[src/rtl/pfe_flash_regs.vh]
// timing, command and address constants for the parallel flash erase sequencer
`ifndef PFE_FLASH_REGS_VH
`define PFE_FLASH_REGS_VH

// ----------------------------------------------------------------
// clock and pin timing
// ----------------------------------------------------------------
`define PFE_CLK_NS          50
`define PFE_T_WP_NS         70
`define PFE_T_WPH_NS        50
`define PFE_T_AS_NS         10
`define PFE_T_DH_NS         10
`define PFE_T_ACC_NS        120
`define PFE_T_OEHP_NS       150
`define PFE_WP_CYC          ((`PFE_T_WP_NS + `PFE_CLK_NS - 1) / `PFE_CLK_NS)
`define PFE_WPH_CYC         ((`PFE_T_WPH_NS + `PFE_CLK_NS - 1) / `PFE_CLK_NS)
`define PFE_AS_CYC          ((`PFE_T_AS_NS + `PFE_CLK_NS - 1) / `PFE_CLK_NS)
`define PFE_DH_CYC          ((`PFE_T_DH_NS + `PFE_CLK_NS - 1) / `PFE_CLK_NS)
`define PFE_ACC_CYC         ((`PFE_T_ACC_NS + `PFE_CLK_NS - 1) / `PFE_CLK_NS)
`define PFE_OEHP_CYC        ((`PFE_T_OEHP_NS + `PFE_CLK_NS - 1) / `PFE_CLK_NS)

// ----------------------------------------------------------------
// command codes and addresses
// ----------------------------------------------------------------
`define PFE_ADDR_W          19
`define PFE_DATA_W          16
`define PFE_CMD_ADDR_A      19'h0_5555
`define PFE_CMD_ADDR_B      19'h0_2AAA
`define PFE_CMD_UNLOCK_A    8'hAA
`define PFE_CMD_UNLOCK_B    8'h55
`define PFE_CMD_ERASE_SETUP 8'h80
`define PFE_CMD_CHIP_ERASE  8'h10
`define PFE_CMD_SECT_ERASE  8'h30
`define PFE_TOGGLE_BIT      6

// sector select addresses, bottom-boot variant
`define PFE_SECT_BOOT       19'h0_2000
`define PFE_SECT_PARAM1     19'h0_4000
`define PFE_SECT_PARAM2     19'h0_6000
`define PFE_SECT_MAIN       19'h7_E000

`endif

[src/rtl/pfe_erase_ctrl.v]
// host-side erase sequencer with toggle-bit completion polling
`timescale 1ns/1ns
`default_nettype none
`include "pfe_flash_regs.vh"

// Functional notes
// [RULE1] output enable stays high whenever write strobe and chip select are low
// [RULE2] chip erase confirm cycle goes to the fixed command address
// [RULE3] sector erase confirm cycle carries the chosen sector select address
// [RULE4] confirm data is 10h for chip erase, 30h for sector erase
// [RULE5] device advances toggle status on each output or chip enable toggle
// [RULE6] toggle bit level at start and end is arbitrary; only changes count
// [RULE7] all polling reads use one constant address
// [RULE8] only the low data byte carries command codes; upper byte driven zero
// [RULE9] bottom-boot sector addresses 02xxx, 04xxx, 06xxx and fexxx; the code uses 7e000 for the last one
// [RULE10] toggle bit inverts per read while busy, then stops changing
module pfe_erase_ctrl (
    input  wire                    clock,
    input  wire                    sys_rst,
    input  wire                    erase_start,
    input  wire                    erase_chip,
    input  wire [1:0]              sector_sel,
    input  wire [`PFE_DATA_W-1:0]  flash_dq_i,
    output wire [`PFE_ADDR_W-1:0]  flash_addr,
    output wire [`PFE_DATA_W-1:0]  flash_dq_o,
    output wire                    flash_dq_oe,
    output wire                    flash_ce_n,
    output wire                    flash_oe_n,
    output wire                    flash_we_n,
    output wire                    erase_ready,
    output reg                     erase_busy,
    output reg                     erase_done
);

    localparam [5:0] ST_IDLE  = 6'b00_0001;
    localparam [5:0] ST_ISSUE = 6'b00_0010;
    localparam [5:0] ST_WAIT  = 6'b00_0100;
    localparam [5:0] ST_POLL1 = 6'b00_1000;
    localparam [5:0] ST_POLL2 = 6'b01_0000;
    localparam [5:0] ST_PWAIT = 6'b10_0000;
    localparam [2:0] LAST_CMD = 3'd5;

    reg  [5:0]             state_reg;
    reg  [2:0]             step_reg;
    reg                    chip_reg;
    reg  [1:0]             sect_reg;
    reg                    first_read_reg;
    reg                    prev_tog_reg;
    reg                    cyc_start;
    reg                    cyc_write;
    reg  [`PFE_ADDR_W-1:0] cyc_addr;
    reg  [7:0]             cyc_cmd;
    wire [`PFE_DATA_W-1:0] cyc_rdata;
    wire                   cyc_done;

    // ----------------------------------------------------------------
    // helpers
    // ----------------------------------------------------------------
    function [`PFE_ADDR_W-1:0] sector_addr;
        input [1:0] sel;
        begin
            if (sel == 2'd0) begin
                sector_addr = `PFE_SECT_BOOT;
            end else if (sel == 2'd1) begin
                sector_addr = `PFE_SECT_PARAM1;
            end else if (sel == 2'd2) begin
                sector_addr = `PFE_SECT_PARAM2;
            end else begin
                sector_addr = `PFE_SECT_MAIN;
            end
        end
    endfunction

    // ----------------------------------------------------------------
    // command step table
    // ----------------------------------------------------------------
    always @* begin
        cyc_write = 1'b1;
        cyc_addr  = `PFE_CMD_ADDR_A;
        cyc_cmd   = `PFE_CMD_UNLOCK_A;
        case (step_reg)
            3'd0: begin
                cyc_cmd = `PFE_CMD_UNLOCK_A;
            end
            3'd1: begin
                cyc_addr = `PFE_CMD_ADDR_B;
                cyc_cmd  = `PFE_CMD_UNLOCK_B;
            end
            3'd2: begin
                cyc_cmd = `PFE_CMD_ERASE_SETUP;
            end
            3'd3: begin
                cyc_cmd = `PFE_CMD_UNLOCK_A;
            end
            3'd4: begin
                cyc_addr = `PFE_CMD_ADDR_B;
                cyc_cmd  = `PFE_CMD_UNLOCK_B;
            end
            default: begin
                // chip erase at fixed address, sector erase at sector address [RULE2] [RULE3] [RULE9]
                cyc_addr = chip_reg ? `PFE_CMD_ADDR_A : sector_addr(sect_reg);
                // confirm code picks the erase scope [RULE4]
                cyc_cmd  = chip_reg ? `PFE_CMD_CHIP_ERASE : `PFE_CMD_SECT_ERASE;
            end
        endcase
        if (state_reg == ST_POLL1 || state_reg == ST_POLL2 || state_reg == ST_PWAIT) begin
            cyc_write = 1'b0;
            // polling address is fixed to the confirm address for the whole wait [RULE7]
            cyc_addr  = chip_reg ? `PFE_CMD_ADDR_A : sector_addr(sect_reg);
        end
    end

    // ----------------------------------------------------------------
    // sequencer
    // ----------------------------------------------------------------
    assign erase_ready = state_reg[0];

    always @(posedge clock) begin
        cyc_start  <= 1'b0;
        erase_done <= 1'b0;
        if (sys_rst) begin
            state_reg      <= ST_IDLE;
            step_reg       <= 3'd0;
            chip_reg       <= 1'b0;
            sect_reg       <= 2'd0;
            first_read_reg <= 1'b1;
            prev_tog_reg   <= 1'b0;
            erase_busy     <= 1'b0;
        end else begin
            case (state_reg)
                ST_IDLE: begin
                    if (erase_start) begin
                        chip_reg   <= erase_chip;
                        sect_reg   <= sector_sel;
                        step_reg   <= 3'd0;
                        erase_busy <= 1'b1;
                        cyc_start  <= 1'b1;
                        state_reg  <= ST_ISSUE;
                    end
                end
                ST_ISSUE: begin
                    state_reg <= ST_WAIT;
                end
                ST_WAIT: begin
                    if (cyc_done) begin
                        if (step_reg == LAST_CMD) begin
                            first_read_reg <= 1'b1;
                            cyc_start      <= 1'b1;
                            state_reg      <= ST_POLL1;
                        end else begin
                            step_reg  <= step_reg + 3'd1;
                            cyc_start <= 1'b1;
                            state_reg <= ST_ISSUE;
                        end
                    end
                end
                ST_POLL1: begin
                    state_reg <= ST_PWAIT;
                end
                ST_PWAIT: begin
                    if (cyc_done) begin
                        state_reg <= ST_POLL2;
                    end
                end
                ST_POLL2: begin
                    // each read cycle toggles chip select and output enable [RULE5]
                    // only a change between reads means busy; level is not trusted [RULE6] [RULE10]
                    prev_tog_reg   <= cyc_rdata[`PFE_TOGGLE_BIT];
                    first_read_reg <= 1'b0;
                    if (!first_read_reg && cyc_rdata[`PFE_TOGGLE_BIT] == prev_tog_reg) begin
                        erase_busy <= 1'b0;
                        erase_done <= 1'b1;
                        state_reg  <= ST_IDLE;
                    end else begin
                        cyc_start <= 1'b1;
                        state_reg <= ST_POLL1;
                    end
                end
                default: begin
                    state_reg <= ST_IDLE;
                end
            endcase
        end
    end

    // ----------------------------------------------------------------
    // pin cycle engine
    // ----------------------------------------------------------------
    pfe_bus_cycle u_cycle (
        .clock       (clock),
        .sys_rst     (sys_rst),
        .start       (cyc_start),
        .is_write    (cyc_write),
        .addr_in     (cyc_addr),
        .data_in     ({8'h00, cyc_cmd}), // upper byte is ignored by the device [RULE8]
        .flash_dq_i  (flash_dq_i),
        .flash_addr  (flash_addr),
        .flash_dq_o  (flash_dq_o),
        .flash_dq_oe (flash_dq_oe),
        .flash_ce_n  (flash_ce_n),
        .flash_oe_n  (flash_oe_n),
        .flash_we_n  (flash_we_n),
        .read_data   (cyc_rdata),
        .done        (cyc_done)
    );

endmodule // pfe_erase_ctrl
`default_nettype wire

[src/rtl/pfe_bus_cycle.v]
// one write or read cycle on the flash pins, timed from the system clock
`timescale 1ns/1ns
`default_nettype none
`include "pfe_flash_regs.vh"

module pfe_bus_cycle (
    input  wire                    clock,
    input  wire                    sys_rst,
    input  wire                    start,
    input  wire                    is_write,
    input  wire [`PFE_ADDR_W-1:0]  addr_in,
    input  wire [`PFE_DATA_W-1:0]  data_in,
    input  wire [`PFE_DATA_W-1:0]  flash_dq_i,
    output reg  [`PFE_ADDR_W-1:0]  flash_addr,
    output reg  [`PFE_DATA_W-1:0]  flash_dq_o,
    output reg                     flash_dq_oe,
    output reg                     flash_ce_n,
    output reg                     flash_oe_n,
    output reg                     flash_we_n,
    output reg  [`PFE_DATA_W-1:0]  read_data,
    output reg                     done
);

    localparam [4:0] ST_IDLE  = 5'b0_0001;
    localparam [4:0] ST_SETUP = 5'b0_0010;
    localparam [4:0] ST_PULSE = 5'b0_0100;
    localparam [4:0] ST_HOLD  = 5'b0_1000;
    localparam [4:0] ST_GAP   = 5'b1_0000;
    // cycle counts are worked out as integers, then cut to the counter width on purpose
    localparam integer WP_I   = `PFE_WP_CYC;
    localparam integer ACC_I  = `PFE_ACC_CYC;
    localparam integer AS_I   = `PFE_AS_CYC;
    localparam integer DH_I   = `PFE_DH_CYC;
    localparam integer WPH_I  = `PFE_WPH_CYC;
    localparam integer OEHP_I = `PFE_OEHP_CYC;
    localparam [3:0] WP_CNT   = WP_I[3:0];
    localparam [3:0] ACC_CNT  = ACC_I[3:0];
    localparam [3:0] AS_CNT   = AS_I[3:0];
    localparam [3:0] DH_CNT   = DH_I[3:0];
    localparam [3:0] WPH_CNT  = WPH_I[3:0];
    localparam [3:0] OEHP_CNT = OEHP_I[3:0];

    reg [4:0] state_reg;
    reg [3:0] cnt_reg;
    reg       wr_reg;

    // ----------------------------------------------------------------
    // cycle sequencer
    // ----------------------------------------------------------------
    // the gap after a read is long enough for the toggling strobe high pulse
    always @(posedge clock) begin
        done <= 1'b0;
        if (sys_rst) begin
            state_reg   <= ST_IDLE;
            cnt_reg     <= 4'h0;
            wr_reg      <= 1'b0;
            flash_addr  <= {`PFE_ADDR_W{1'b0}};
            flash_dq_o  <= {`PFE_DATA_W{1'b0}};
            flash_dq_oe <= 1'b0;
            flash_ce_n  <= 1'b1;
            flash_oe_n  <= 1'b1;
            flash_we_n  <= 1'b1;
            read_data   <= {`PFE_DATA_W{1'b0}};
        end else begin
            case (state_reg)
                ST_IDLE: begin
                    if (start) begin
                        wr_reg      <= is_write;
                        flash_addr  <= addr_in;
                        flash_dq_o  <= data_in;
                        flash_dq_oe <= is_write;
                        cnt_reg     <= AS_CNT;
                        state_reg   <= ST_SETUP;
                    end
                end
                ST_SETUP: begin
                    if (cnt_reg > 4'h1) begin
                        cnt_reg <= cnt_reg - 4'h1;
                    end else begin
                        flash_ce_n <= 1'b0;
                        // output enable stays high across the write strobe [RULE1]
                        flash_we_n <= ~wr_reg;
                        flash_oe_n <= wr_reg;
                        cnt_reg    <= wr_reg ? WP_CNT : ACC_CNT;
                        state_reg  <= ST_PULSE;
                    end
                end
                ST_PULSE: begin
                    if (cnt_reg > 4'h1) begin
                        cnt_reg <= cnt_reg - 4'h1;
                    end else begin
                        if (!wr_reg) begin
                            read_data <= flash_dq_i;
                        end
                        flash_we_n <= 1'b1;
                        flash_oe_n <= 1'b1;
                        cnt_reg    <= DH_CNT;
                        state_reg  <= ST_HOLD;
                    end
                end
                ST_HOLD: begin
                    if (cnt_reg > 4'h1) begin
                        cnt_reg <= cnt_reg - 4'h1;
                    end else begin
                        flash_ce_n  <= 1'b1;
                        flash_dq_oe <= 1'b0;
                        cnt_reg     <= wr_reg ? WPH_CNT : OEHP_CNT;
                        state_reg   <= ST_GAP;
                    end
                end
                ST_GAP: begin
                    if (cnt_reg > 4'h1) begin
                        cnt_reg <= cnt_reg - 4'h1;
                    end else begin
                        done      <= 1'b1;
                        state_reg <= ST_IDLE;
                    end
                end
                default: begin
                    state_reg <= ST_IDLE;
                end
            endcase
        end
    end

endmodule // pfe_bus_cycle
`default_nettype wire

[config.mk]
export PLATFORM = sky130hd
export DESIGN_NAME = pfe_erase_ctrl
export DESIGN_NICKNAME = d
export VERILOG_FILES = /design/src/rtl/pfe_erase_ctrl.v /design/src/rtl/pfe_bus_cycle.v
export VERILOG_INCLUDE_DIRS = /design/src /design/src/rtl
export SDC_FILE = /design/constraint.sdc
export NUM_CORES = 1
export LEC_CHECK = 0
export BUFFER_PORTS_ARGS = -buffer_cell sky130_fd_sc_hd__buf_2
export CORE_MARGIN = 4
export CORE_UTILIZATION = 53
export CTS_CLUSTER_DIAMETER = 60
export CTS_CLUSTER_SIZE = 28
export DETAILED_ROUTE_END_ITERATION = 10
export PLACE_DENSITY_LB_ADDON = 0.08
export SLEW_MARGIN = 20
export SYNTH_ARGS = -nofsm -noshare
export SYNTH_HDL_FRONTEND = slang
export SYNTH_SLANG_ARGS = --single-unit
[constraint.sdc]
create_clock -name clock -period 1.86 [get_ports clock]
set_input_delay 0.093 -clock clock [delete_from_list [all_inputs] [get_ports clock]]
set_output_delay 0.093 -clock clock [all_outputs]
set_load 0.05 [all_outputs]
==> qor.yml, run 1 <==
placed_design:
  gp_congestion: 0.8853
  post-place-ws_ns: 0.06570
  place_area_um2: 2729
  numPortBuffers: 40
  dp_hpwl_um: 4008
global_routing:
  grt_busiest_layer: "met2"
  met3_usage: 0.04872
  grt_max_degree: 20
  use_met1: 0.2491
  met2_usage: 0.2894
  grt_pass1_wl_um: 9011
  grt.overflow.total: 0
  grt_pass1_vias: 1908
  antenna_found_initial: 0
  grt.total_usage: 0.1830
power:
  p_leak_nw: 1.196
  powerDensity_nw_per_um2: 728.8
  peakVddDrop_mv: 0.3950
drt:
  routed_via_density: 5.485
  vias: 2194
  finalWirelength_um: 5333
  dr.first_iter.drc_count: 108
  drt-wirelength-per-cell_um: 13.33
  antenna_left: 0
  drc: 0
  dr.pass1.iters: 4
layout:
  largest_register_ffs: 6
  area_growth_pct: 9.763
  finalInstanceArea_um2: 2841
  num_antenna_cells: 0
  nNetsFinal: 361
  drive_above_1_share: 0.2703
synthesis:
  synth_most_common_cell: "dfxtp_1"
  netlist_top_cells_area: "dfxtp_1 33%, buf_4 8.1%, nor2_1 4.9%"
  async_reset_ff_frac: 0
  syn_inst: 302
  yosys_warnings: 0
  ys.flop_type: "dfxtp_1"
  yosysUniqueCellTypes: 67
  ys_ff_latch: 43
  netlist.area_leader.share: 0.3325
  synth_edf_count: 0
  netlist_top_cells_count: "43 x dfxtp_1, 34 x nor2_1, 28 x buf_4"
  avgSynthCellArea_um2: 8.572
  yosysSeqAreaShare: 0.3325
  synth_area_um2: 2589
  synth_largest_area_cell: "dfxtp_1"
floorplanning:
  core_um2: 4723
  die_h_um: 77.89
  die_area_um2: 6067
  die_x_um: 77.89
  ios: 64
  num_rows: 25
  initial_core_util: 0.5481
sta:
  worst_pin_slew_ns: 0.4651
  period_needed_ns: 1.744
  finalHoldViolCount: 0
  setup_violations: 0
  finalWorstSetupSlack_ns: 0.1163
  fmaxAchievable_mhz: 573.5
  fin_skew_ns: 0.006438
  period_share: 0.9375
  relSlewSlack: 0.6819
  fin_hold_ws_ns: 0.02738
  slew_violations: 0
  rsz0062_at_grt: "yes"
  tns_ns: 0
critical_path:
  reg2reg_slack_ns: 0.12
  critPathLaunchType: "flip-flop"
  cp.arrival_ns: 1.99
  path_class: "flip-flop to flip-flop"
  crit_required_ns: 2.10
  reg2reg_to: "u_cycle.cnt_reg[3]"
  cp_max_fo: 4
  worstSetupEndpointType: "flip-flop"
  r2r_cells: 7
  rr_startpoint: "u_cycle.cnt_reg[0]"
hold_path:
  worstHoldStart: "erase_chip"
  hold-path-endpoint: "chip_reg"
  holdPathStages: 3
  hp-class: "input port to flip-flop"
clocking:
  clock-sinks: 43
  cts_setup_buffers: 0
  h-tree-depth: 2
  cts.hold.buffers_added: 0
  clockBufferDepth: 2
  clk_latency_ns: 0.30
  clk_pin_slew_ns: 0.09
  cts-root-buf: "clkbuf_8"
  cts_tree: "built"
  cts_made_buffers: 5
flow_run:
  max_cap_violations: 0
status:
  status: "completed"
-- cells in the final DEF (no fill, tap or decap), drive strengths merged, types with 9 or more instances in the layout --
cell type  count
inv           12
nand3          9
mux2i          9
dfxtp         43
nor2          34
a21oi         18
o21ai         15
buf           58
nand2         24
-- per-stage QoR --
step                      total power [mW]  instances  utilization
after floorplan                      1.422        309            -
after global placement               1.491        392       0.5777
after detailed placement             1.495        392       0.5777
after CTS                            2.091        400       0.5958
after global routing                 2.186        400       0.6016
final                                2.071        400       0.6016
-- routing by layer --
metal / vias to the layer above / routed length, µm
met2: 66 / 2350
met4: 0 / 48
met5: - / 0
met1: 1020 / 2602
li1: 1102 / -
met3: 6 / 330
-- area by class of cell --
cell class / instances / area [µm²]
flip-flops and latches: 43 / 864.6
multi-input cells: 212 / 1428
inverters: 12 / 45.04
well taps: 67 / 83.83
repair buffers: 58 / 335.3
clock inverters: 2 / 12.51
fillers: 444 / 1882
clock buffers: 6 / 72.57
-- cell families (layout without fill, tap and decap cells) --
| family | Yosys count | in the layout | synth area share |
|---|---|---|---|
| AND/OR/NAND/NOR | 113 | 113 | 0.2378 |
| AO/OA/AOI/OAI | 71 | 71 | 0.2098 |
| buffers and inverters | 54 | 78 | 0.1353 |
| flip-flops | 43 | 43 | 0.3325 |
| multiplexers | 10 | 10 | 0.03915 |
| adder cells (fa/ha/maj) | 7 | 7 | 0.03383 |
| XOR/XNOR | 3 | 3 | 0.01015 |
| other | 1 | 8 | 0.001449 |
-- report_power, final --
group	total [mW]	switching, mW	leakage, nW	internal (mW)
Sequential	1.01	0.0467	0.351	0.961
Clock	0.593	0.330	0.0412	0.263
Combinational	0.469	0.320	0.804	0.149
Total	2.07	0.698	1.20	1.37
-- worst max-delay path by stage --
| stage | start | to | slack (ns) | cells after the start |
|---|---|---|---|---|
| 3_3_place_gp | u_cycle.cnt_reg[0] | u_cycle.state_reg[0] | 0.08 | 6 |
| 5_1_grt | u_cycle.cnt_reg[0] | u_cycle.cnt_reg[3] | -0.01 | 7 |
| 4_1_cts | u_cycle.cnt_reg[0] | u_cycle.state_reg[0] | 0.05 | 6 |
| 3_5_place_dp | u_cycle.cnt_reg[0] | u_cycle.state_reg[0] | 0.07 | 6 |
| 2_1_floorplan | state_reg[0] | step_reg[2] | 0.13 | 6 |
| 6_report | u_cycle.cnt_reg[0] | u_cycle.cnt_reg[3] | 0.12 | 7 |
-- timing repair --
item	4_1_cts	5_1_grt
gates resized for setup	0	7
setup endpoints to repair	0	7
endpoints found under the hold margin	0	0
-- critical path, stage by stage, from the launching register on --
cell,delay [ns]
dfxtp_1,0.39
inv_1,0.09
ha_1,0.23
nor2_1,0.22
o221ai_1,0.21
a311oi_4,0.31
o311ai_1,0.15
nand3_1,0.09
Power figures use the tool's default switching activity.
==> inputs of run 2 (changes only) <==
- ABC_AREA: default -> 1
- RECOVER_POWER: default -> 50
==> qor.yml, run 2 <==
status:
  status: "completed"
sta:
  period_share: 0.8987  # -0.03876
  worst_pin_slew_ns: 0.6606  # +0.1955 ns
  fin_skew_ns: 0.009382  # +0.002944 ns
  tns_ns: 0  # unchanged
  finalHoldViolCount: 0  # unchanged
  relSlewSlack: 0.5591  # -0.1228
  rsz0062_at_grt: "no"
  period_needed_ns: 1.672  # -0.07210 ns
  setup_violations: 0  # unchanged
  fmaxAchievable_mhz: 598.2  # +4.3%
  slew_violations: 0  # unchanged
critical_path:
  path_buf_inv: 3  # +2
  critPathLaunchType: "flip-flop"
  path_class: "flip-flop to flip-flop"
  crit_required_ns: 2.03  # -0.07 ns
  cp_common_cell: "nand2_1"
  crit_chain: "inv_1, ha_1, nor2_1, inv_1, nand2_2, inv_2, nand2_1, nand2_2, a21oi_4, nand2_1, nand2_1, nor2_1"
  critPathMaxStageDelay_ns: 0.35  # -0.04 ns
  cp_top_family: "simple AND/OR/NAND/NOR gates"
  worstSetupEndpointType: "flip-flop"
  cp.arrival_ns: 1.84  # -0.15 ns
  cp_slowest_cell: "dfxtp_1"
  cp_max_fo: 6  # +2
layout:
  drive_above_1_share: 0.1658  # -0.1045
  area_growth_pct: 7.673
  layout_commonest_cell: "nand2_1"
  layout_common_cells: "70 x nand2_1, 43 x dfxtp_1, 40 x nor2_1"
  largest_register_ffs: 6  # unchanged
  utilization: 0.6005  # -0.001082
  finalInstanceArea_um2: 2669  # -6.1%
  nNetsFinal: 408  # +13%
  num_antenna_cells: 0  # unchanged
drt:
  vias: 2105  # -4.1%
  antenna_left: 0  # unchanged
  drc: 0  # unchanged
  dr.first_iter.drc_count: 81  # -25%
  drt-wirelength-per-cell_um: 11.49  # -14%
  finalWirelength_um: 4962  # -7.0%
  routed_via_density: 4.873  # -11%
  dr.pass1.iters: 4  # unchanged
clocking:
  clk_latency_ns: 0.29  # about the same
  h-tree-depth: 2  # unchanged
  clockBufferDepth: 2  # unchanged
  clock-sinks: 43  # unchanged
  cts.hold.buffers_added: 0  # unchanged
  clk_pin_slew_ns: 0.07  # -0.02 ns
  cts_made_buffers: 5  # unchanged
  cts_tree: "built"
  cts-root-buf: "clkbuf_8"
floorplanning:
  initial_core_util: 0.5577  # +0.009634
  die_x_um: 76.39  # -1.9%
  die_h_um: 76.39  # -1.9%
  die_area_um2: 5835  # -3.8%
  core_um2: 4444  # -5.9%
  num_rows: 24  # -4.0%
  ios: 64  # unchanged
synthesis:
  netlist_top_cells_area: "dfxtp_1 35%, nand2_1 11%, buf_4 7.6%"
  async_reset_ff_frac: 0  # unchanged
  synth_xor_area_frac: 0.007067  # -0.003083
  syn_inst: 351  # +16%
  ys.flop_type: "dfxtp_1"
  synth_mux_area_frac: 0  # -0.03915
  synth_simple_gate_area_frac: 0.3317  # +0.09385
  synth_compound_area_frac: 0.1171  # -0.09265
  synth_area_um2: 2479  # -4.3%
  synth_top_family_by_area: "simple AND/OR/NAND/NOR gates"
  synthAdderAreaFrac: 0.03534  # +0.001503
  netlist_top_cells_count: "70 x nand2_1, 43 x dfxtp_1, 38 x inv_1, 38 x nor2_1, 25 x buf_4"
  netlist.area_leader.share: 0.3473  # +0.01477
  yosys_warnings: 0  # unchanged
  synth_most_common_cell: "nand2_1"
  yosysUniqueCellTypes: 35  # -48%
  synth_edf_count: 0  # unchanged
  ys_ff_latch: 43  # unchanged
  yosysSeqAreaShare: 0.3473  # +0.01477
  synth_largest_area_cell: "dfxtp_1"
  avgSynthCellArea_um2: 7.062  # -18%
global_routing:
  grt.overflow.total: 0  # unchanged
  grt.total_usage: 0.1695  # -0.01353
  grt_pass1_wl_um: 8204  # -9.0%
  grt_pass1_vias: 1845  # -3.3%
  antenna_found_initial: 0  # unchanged
  grt_max_degree: 23  # +15%
power:
  powerDensity_nw_per_um2: 1386  # +90%
  power_mw: 3.698  # +79%
  p_leak_nw: 1.227  # +2.5%
  peakVddDrop_mv: 0.8117  # +110%
placed_design:
  gp_congestion: 0.8573  # -3.2%
  numPortBuffers: 40  # unchanged
  dp_hpwl_um: 3822  # -4.6%
  place_area_um2: 2591  # -5.0%
hold_path:
  hp-class: "input port to flip-flop"
flow_run:
  max_cap_violations: 0  # unchanged
run 2: cell types whose count changed after synthesis, moves of 9 or more:
cell     delta
inv_2      +12
nor2_2      +9
nand2_1    +46
inv_1      +26
mux2i_1     -9
run 2: final cells by class:
class | count | area (µm²)
fill | 470 | 1775
multi-input combinational | 235 | 1250
sequential | 43 | 860.8
timing repair buffer | 44 | 187.7
inverter | 50 | 187.7
clock buffer | 6 | 82.58
tap | 52 | 65.06
clock inverter | 2 | 35.03
run 2: where the power goes:
group	switching (mW)	internal (mW)	leakage (nW)
sequential	0.135	1.07	0.351
clock	0.315	0.435	0.0612
combinational	1.27	0.479	0.815
run 2: timing repair:
| item | in CTS | in global routing |
|---|---|---|
| setup buffers | 0 | 0 |
| resized for setup | 0 | 2 |
| endpoints found under the setup margin | 0 | 2 |
run 2: kinds of logic after synthesis:
logic type | Yosys count
AND/OR/NAND/NOR | 165
buffers and inverters | 80
AO/OA/AOI/OAI | 53
flip-flops | 43
adder cells (fa/ha/maj) | 7
XOR/XNOR | 2
other | 1
run 2: final timing paths:
kind                           start              endpoint  slack, ns  cells past startpoint
hold / removal         flash_dq_i[6]  u_cycle.read_data[6]       0.05                      3
hold reg to reg   u_cycle.cnt_reg[1]    u_cycle.cnt_reg[1]       0.47                      2
setup / recovery  u_cycle.cnt_reg[0]    u_cycle.cnt_reg[3]       0.19                     12
setup reg to reg  u_cycle.cnt_reg[0]    u_cycle.cnt_reg[3]       0.19                     12
run 2: stage by stage:
stage	hold WS, ns	setup slack, ns	cells
2_1_floorplan	0.1927	0.2711	358
3_3_place_gp	0.3366	0.2329	424
3_5_place_dp	0.3504	0.1936	424
4_1_cts	0.03677	0.1532	432
5_1_grt	0.05096	0.01773	432
6_report	0.04725	0.1884	432
run 2: per-layer routing:
metal | track usage | up-vias | routed length [µm] | share of wire
met1 | 0.2245 | 925 | 2521 | 0.51
met4 | 0.03261 | 0 | 42 | 0.0085
li1 | - | 1130 | - | -
met5 | 0 | - | 0 | 0
met2 | 0.2759 | 45 | 2134 | 0.43
met3 | 0.04846 | 5 | 264 | 0.053
run 2: worst register-to-register path, stage by stage (launching register included):
cell and delay [ns]:
dfxtp_1 0.35, inv_1 0.10, ha_1 0.23, nor2_1 0.09, inv_1 0.06, nand2_2 0.13, inv_2 0.08, nand2_1 0.10
nand2_2 0.10, a21oi_4 0.15, nand2_1 0.07, nand2_1 0.07, nor2_1 0.04
==> inputs of run 3 (changes only) <==
- MAX_ROUTING_LAYER: default -> met4
- REMOVE_ABC_BUFFERS: default -> 1
==> qor.yml, run 3 (synthesis gave the netlist of run 2 again) <==
status:
  status: "completed"
hold_path:
  holdPathStages: 3  # unchanged
  hp-class: "input port to flip-flop"
layout:
  layout_common_cells: "70 x nand2_1, 42 x dfxtp_1, 40 x nor2_1"
  drive_above_1_share: 0.1583  # -0.007478
  fillerInstances: 455  # -3.2%
  num_antenna_cells: 0  # unchanged
  finalInstanceArea_um2: 2621  # -1.8%
  multi_input_comb_area_um2: 1245  # -0.40%
  largest_register_ffs: 6  # unchanged
  layout_commonest_cell: "nand2_1"
  finalNonFillerCells: 431  # -0.23%
  regArea_um2: 862.1  # +0.15%
  area_growth_pct: 5.755
  nNetsFinal: 407  # -0.25%
placed_design:
  placed_cells: 423  # -0.24%
  numPortBuffers: 40  # unchanged
  post-place-ws_ns: 0.2068  # +0.01318 ns
  dp_hpwl_um: 3746  # -2.0%
  place_area_um2: 2584  # -0.29%
  gp_congestion: 0.8872  # +3.5%
drt:
  drc: 0  # unchanged
  vias: 2152  # +2.2%
  finalWirelength_um: 4996  # +0.69%
  antenna_left: 0  # unchanged
  drt-wirelength-per-cell_um: 11.59  # +0.92%
  routed_via_density: 4.993  # +2.5%
  dr.pass1.iters: 4  # unchanged
  dr.first_iter.drc_count: 81  # unchanged
flow_run:
  max_cap_violations: 0  # unchanged
global_routing:
  grt_max_degree: 23  # unchanged
  grt_pass1_wl_um: 9018  # +9.9%
  grt.total_usage: 0.1905  # +0.02099
  grt.overflow.total: 0  # unchanged
  grt_pass1_vias: 2043  # +11%
  antenna_found_initial: 0  # unchanged
sta:
  worst_pin_slew_ns: 0.6975  # +0.03688 ns
  period_needed_ns: 1.618  # -0.05308 ns
  fin_skew_ns: 0.01149  # +0.002106 ns
  relSlewSlack: 0.5345  # -0.02461
  fin_hold_ws_ns: 0.02802  # -0.01922 ns
  slew_violations: 0  # unchanged
  finalHoldViolCount: 0  # unchanged
  setup_violations: 0  # unchanged
  finalWorstSetupSlack_ns: 0.2415  # +0.05308 ns
  rsz0062_at_grt: "no"
  period_share: 0.8701  # -0.02854
  fmaxAchievable_mhz: 617.9  # +3.3%
critical_path:
  critPathLaunchType: "flip-flop"
  reg2reg_slack_ns: 0.24  # +0.05 ns
  cp_max_fo: 6  # unchanged
  path_class: "flip-flop to flip-flop"
  crit_required_ns: 2.08  # +0.05 ns
  worstSetupEndpointType: "flip-flop"
  r2r_cells: 9  # -3
  cp.arrival_ns: 1.84  # about the same
power:
  p_comb_frac: 0.492  # +0.020
  powerDensity_nw_per_um2: 1338  # -3.5%
  p_leak_nw: 1.201  # -2.1%
  power_mw: 3.506  # -5.2%
  peakVddDrop_mv: 0.7560  # -6.9%
  power_switching_mw: 1.695  # -1.3%
  intPower_mw: 1.811  # -8.6%
  switching_share: 0.4834  # +0.01910
  seqPwrFrac: 0.344  # +0.019
  pwr-share-clk: 0.164  # -0.039
clocking:
  h-tree-depth: 2  # unchanged
  cts-root-buf: "clkbuf_8"
  clockBufferDepth: 2  # unchanged
  clock-sinks: 43  # unchanged
  cts_setup_buffers: 0  # unchanged
  cts.hold.buffers_added: 0  # unchanged
  cts_resized: 0  # unchanged
  clk_latency_ns: 0.29  # about the same
  clk_pin_slew_ns: 0.08  # about the same
  cts_tree: "built"
  cts_made_buffers: 5  # unchanged
floorplanning:
  core_um2: 4444  # unchanged
  die_x_um: 76.39  # unchanged
  die_h_um: 76.39  # unchanged
  initial_core_util: 0.5577  # unchanged
  die_area_um2: 5835  # unchanged
  num_rows: 24  # unchanged
  ios: 64  # unchanged
-- run 3: changes by cell type in the layout (fill, tap and decap cells not counted), sizes merged --
cell	before	now
buf	10	9
bufinv	1	0
clkbuf	40	41
-- run 3: power groups by stage --
stage | clock, mW | sequential (mW) | combinational (mW)
floorplan | 0 | 1.58 | 1.03
global placement | 0 | 1.22 | 1.72
detailed placement | 0 | 1.22 | 1.73
CTS | 0.593 | 1.20 | 1.75
global route | 0.638 | 1.23 | 1.95
finish | 0.575 | 1.20 | 1.73
-- run 3: area by class of cell --
cell class                 count  share of cell area
inverter                      50             0.07160
tap                           52             0.02482
multi-input combinational    235              0.4749
sequential                    43              0.3289
clock inverter                 1            0.001909
timing repair buffer          43             0.06874
clock buffer                   7             0.02912
-- run 3: critical path: stages (launching register included) --
cell	delay, ns
dfxtp_2	0.34
inv_1	0.10
ha_1	0.19
nor2_1	0.05
inv_1	0.07
nand2_2	0.09
buf_4	0.17
nor3_1	0.27
o21ai_0	0.12
a21oi_1	0.14
-- run 3: path summary, 6_finish.rpt --
path                          startpoint                     end
setup reg to reg      u_cycle.cnt_reg[0]    u_cycle.read_data[6]
setup / recovery      u_cycle.cnt_reg[0]    u_cycle.read_data[6]
hold / removal             flash_dq_i[6]    u_cycle.read_data[6]
hold reg to reg   u_cycle.flash_addr[13]  u_cycle.flash_addr[13]
-- run 3: through the flow --
stage,utilization,TNS [ns]
after global routing,0.5898,0
after floorplan,-,-10.24
after CTS,0.5997,0
after global placement,0.5814,0
after detailed placement,0.5814,0
final,0.5898,0
-- run 3: per-layer routing --
| layer | global-route usage | wire length (µm) |
|---|---|---|
| met5 | - | 0 |
| met3 | 0.04610 | 242 |
| met4 | 0.03804 | 43 |
| met1 | 0.2219 | 2215 |
| met2 | 0.3339 | 2494 |
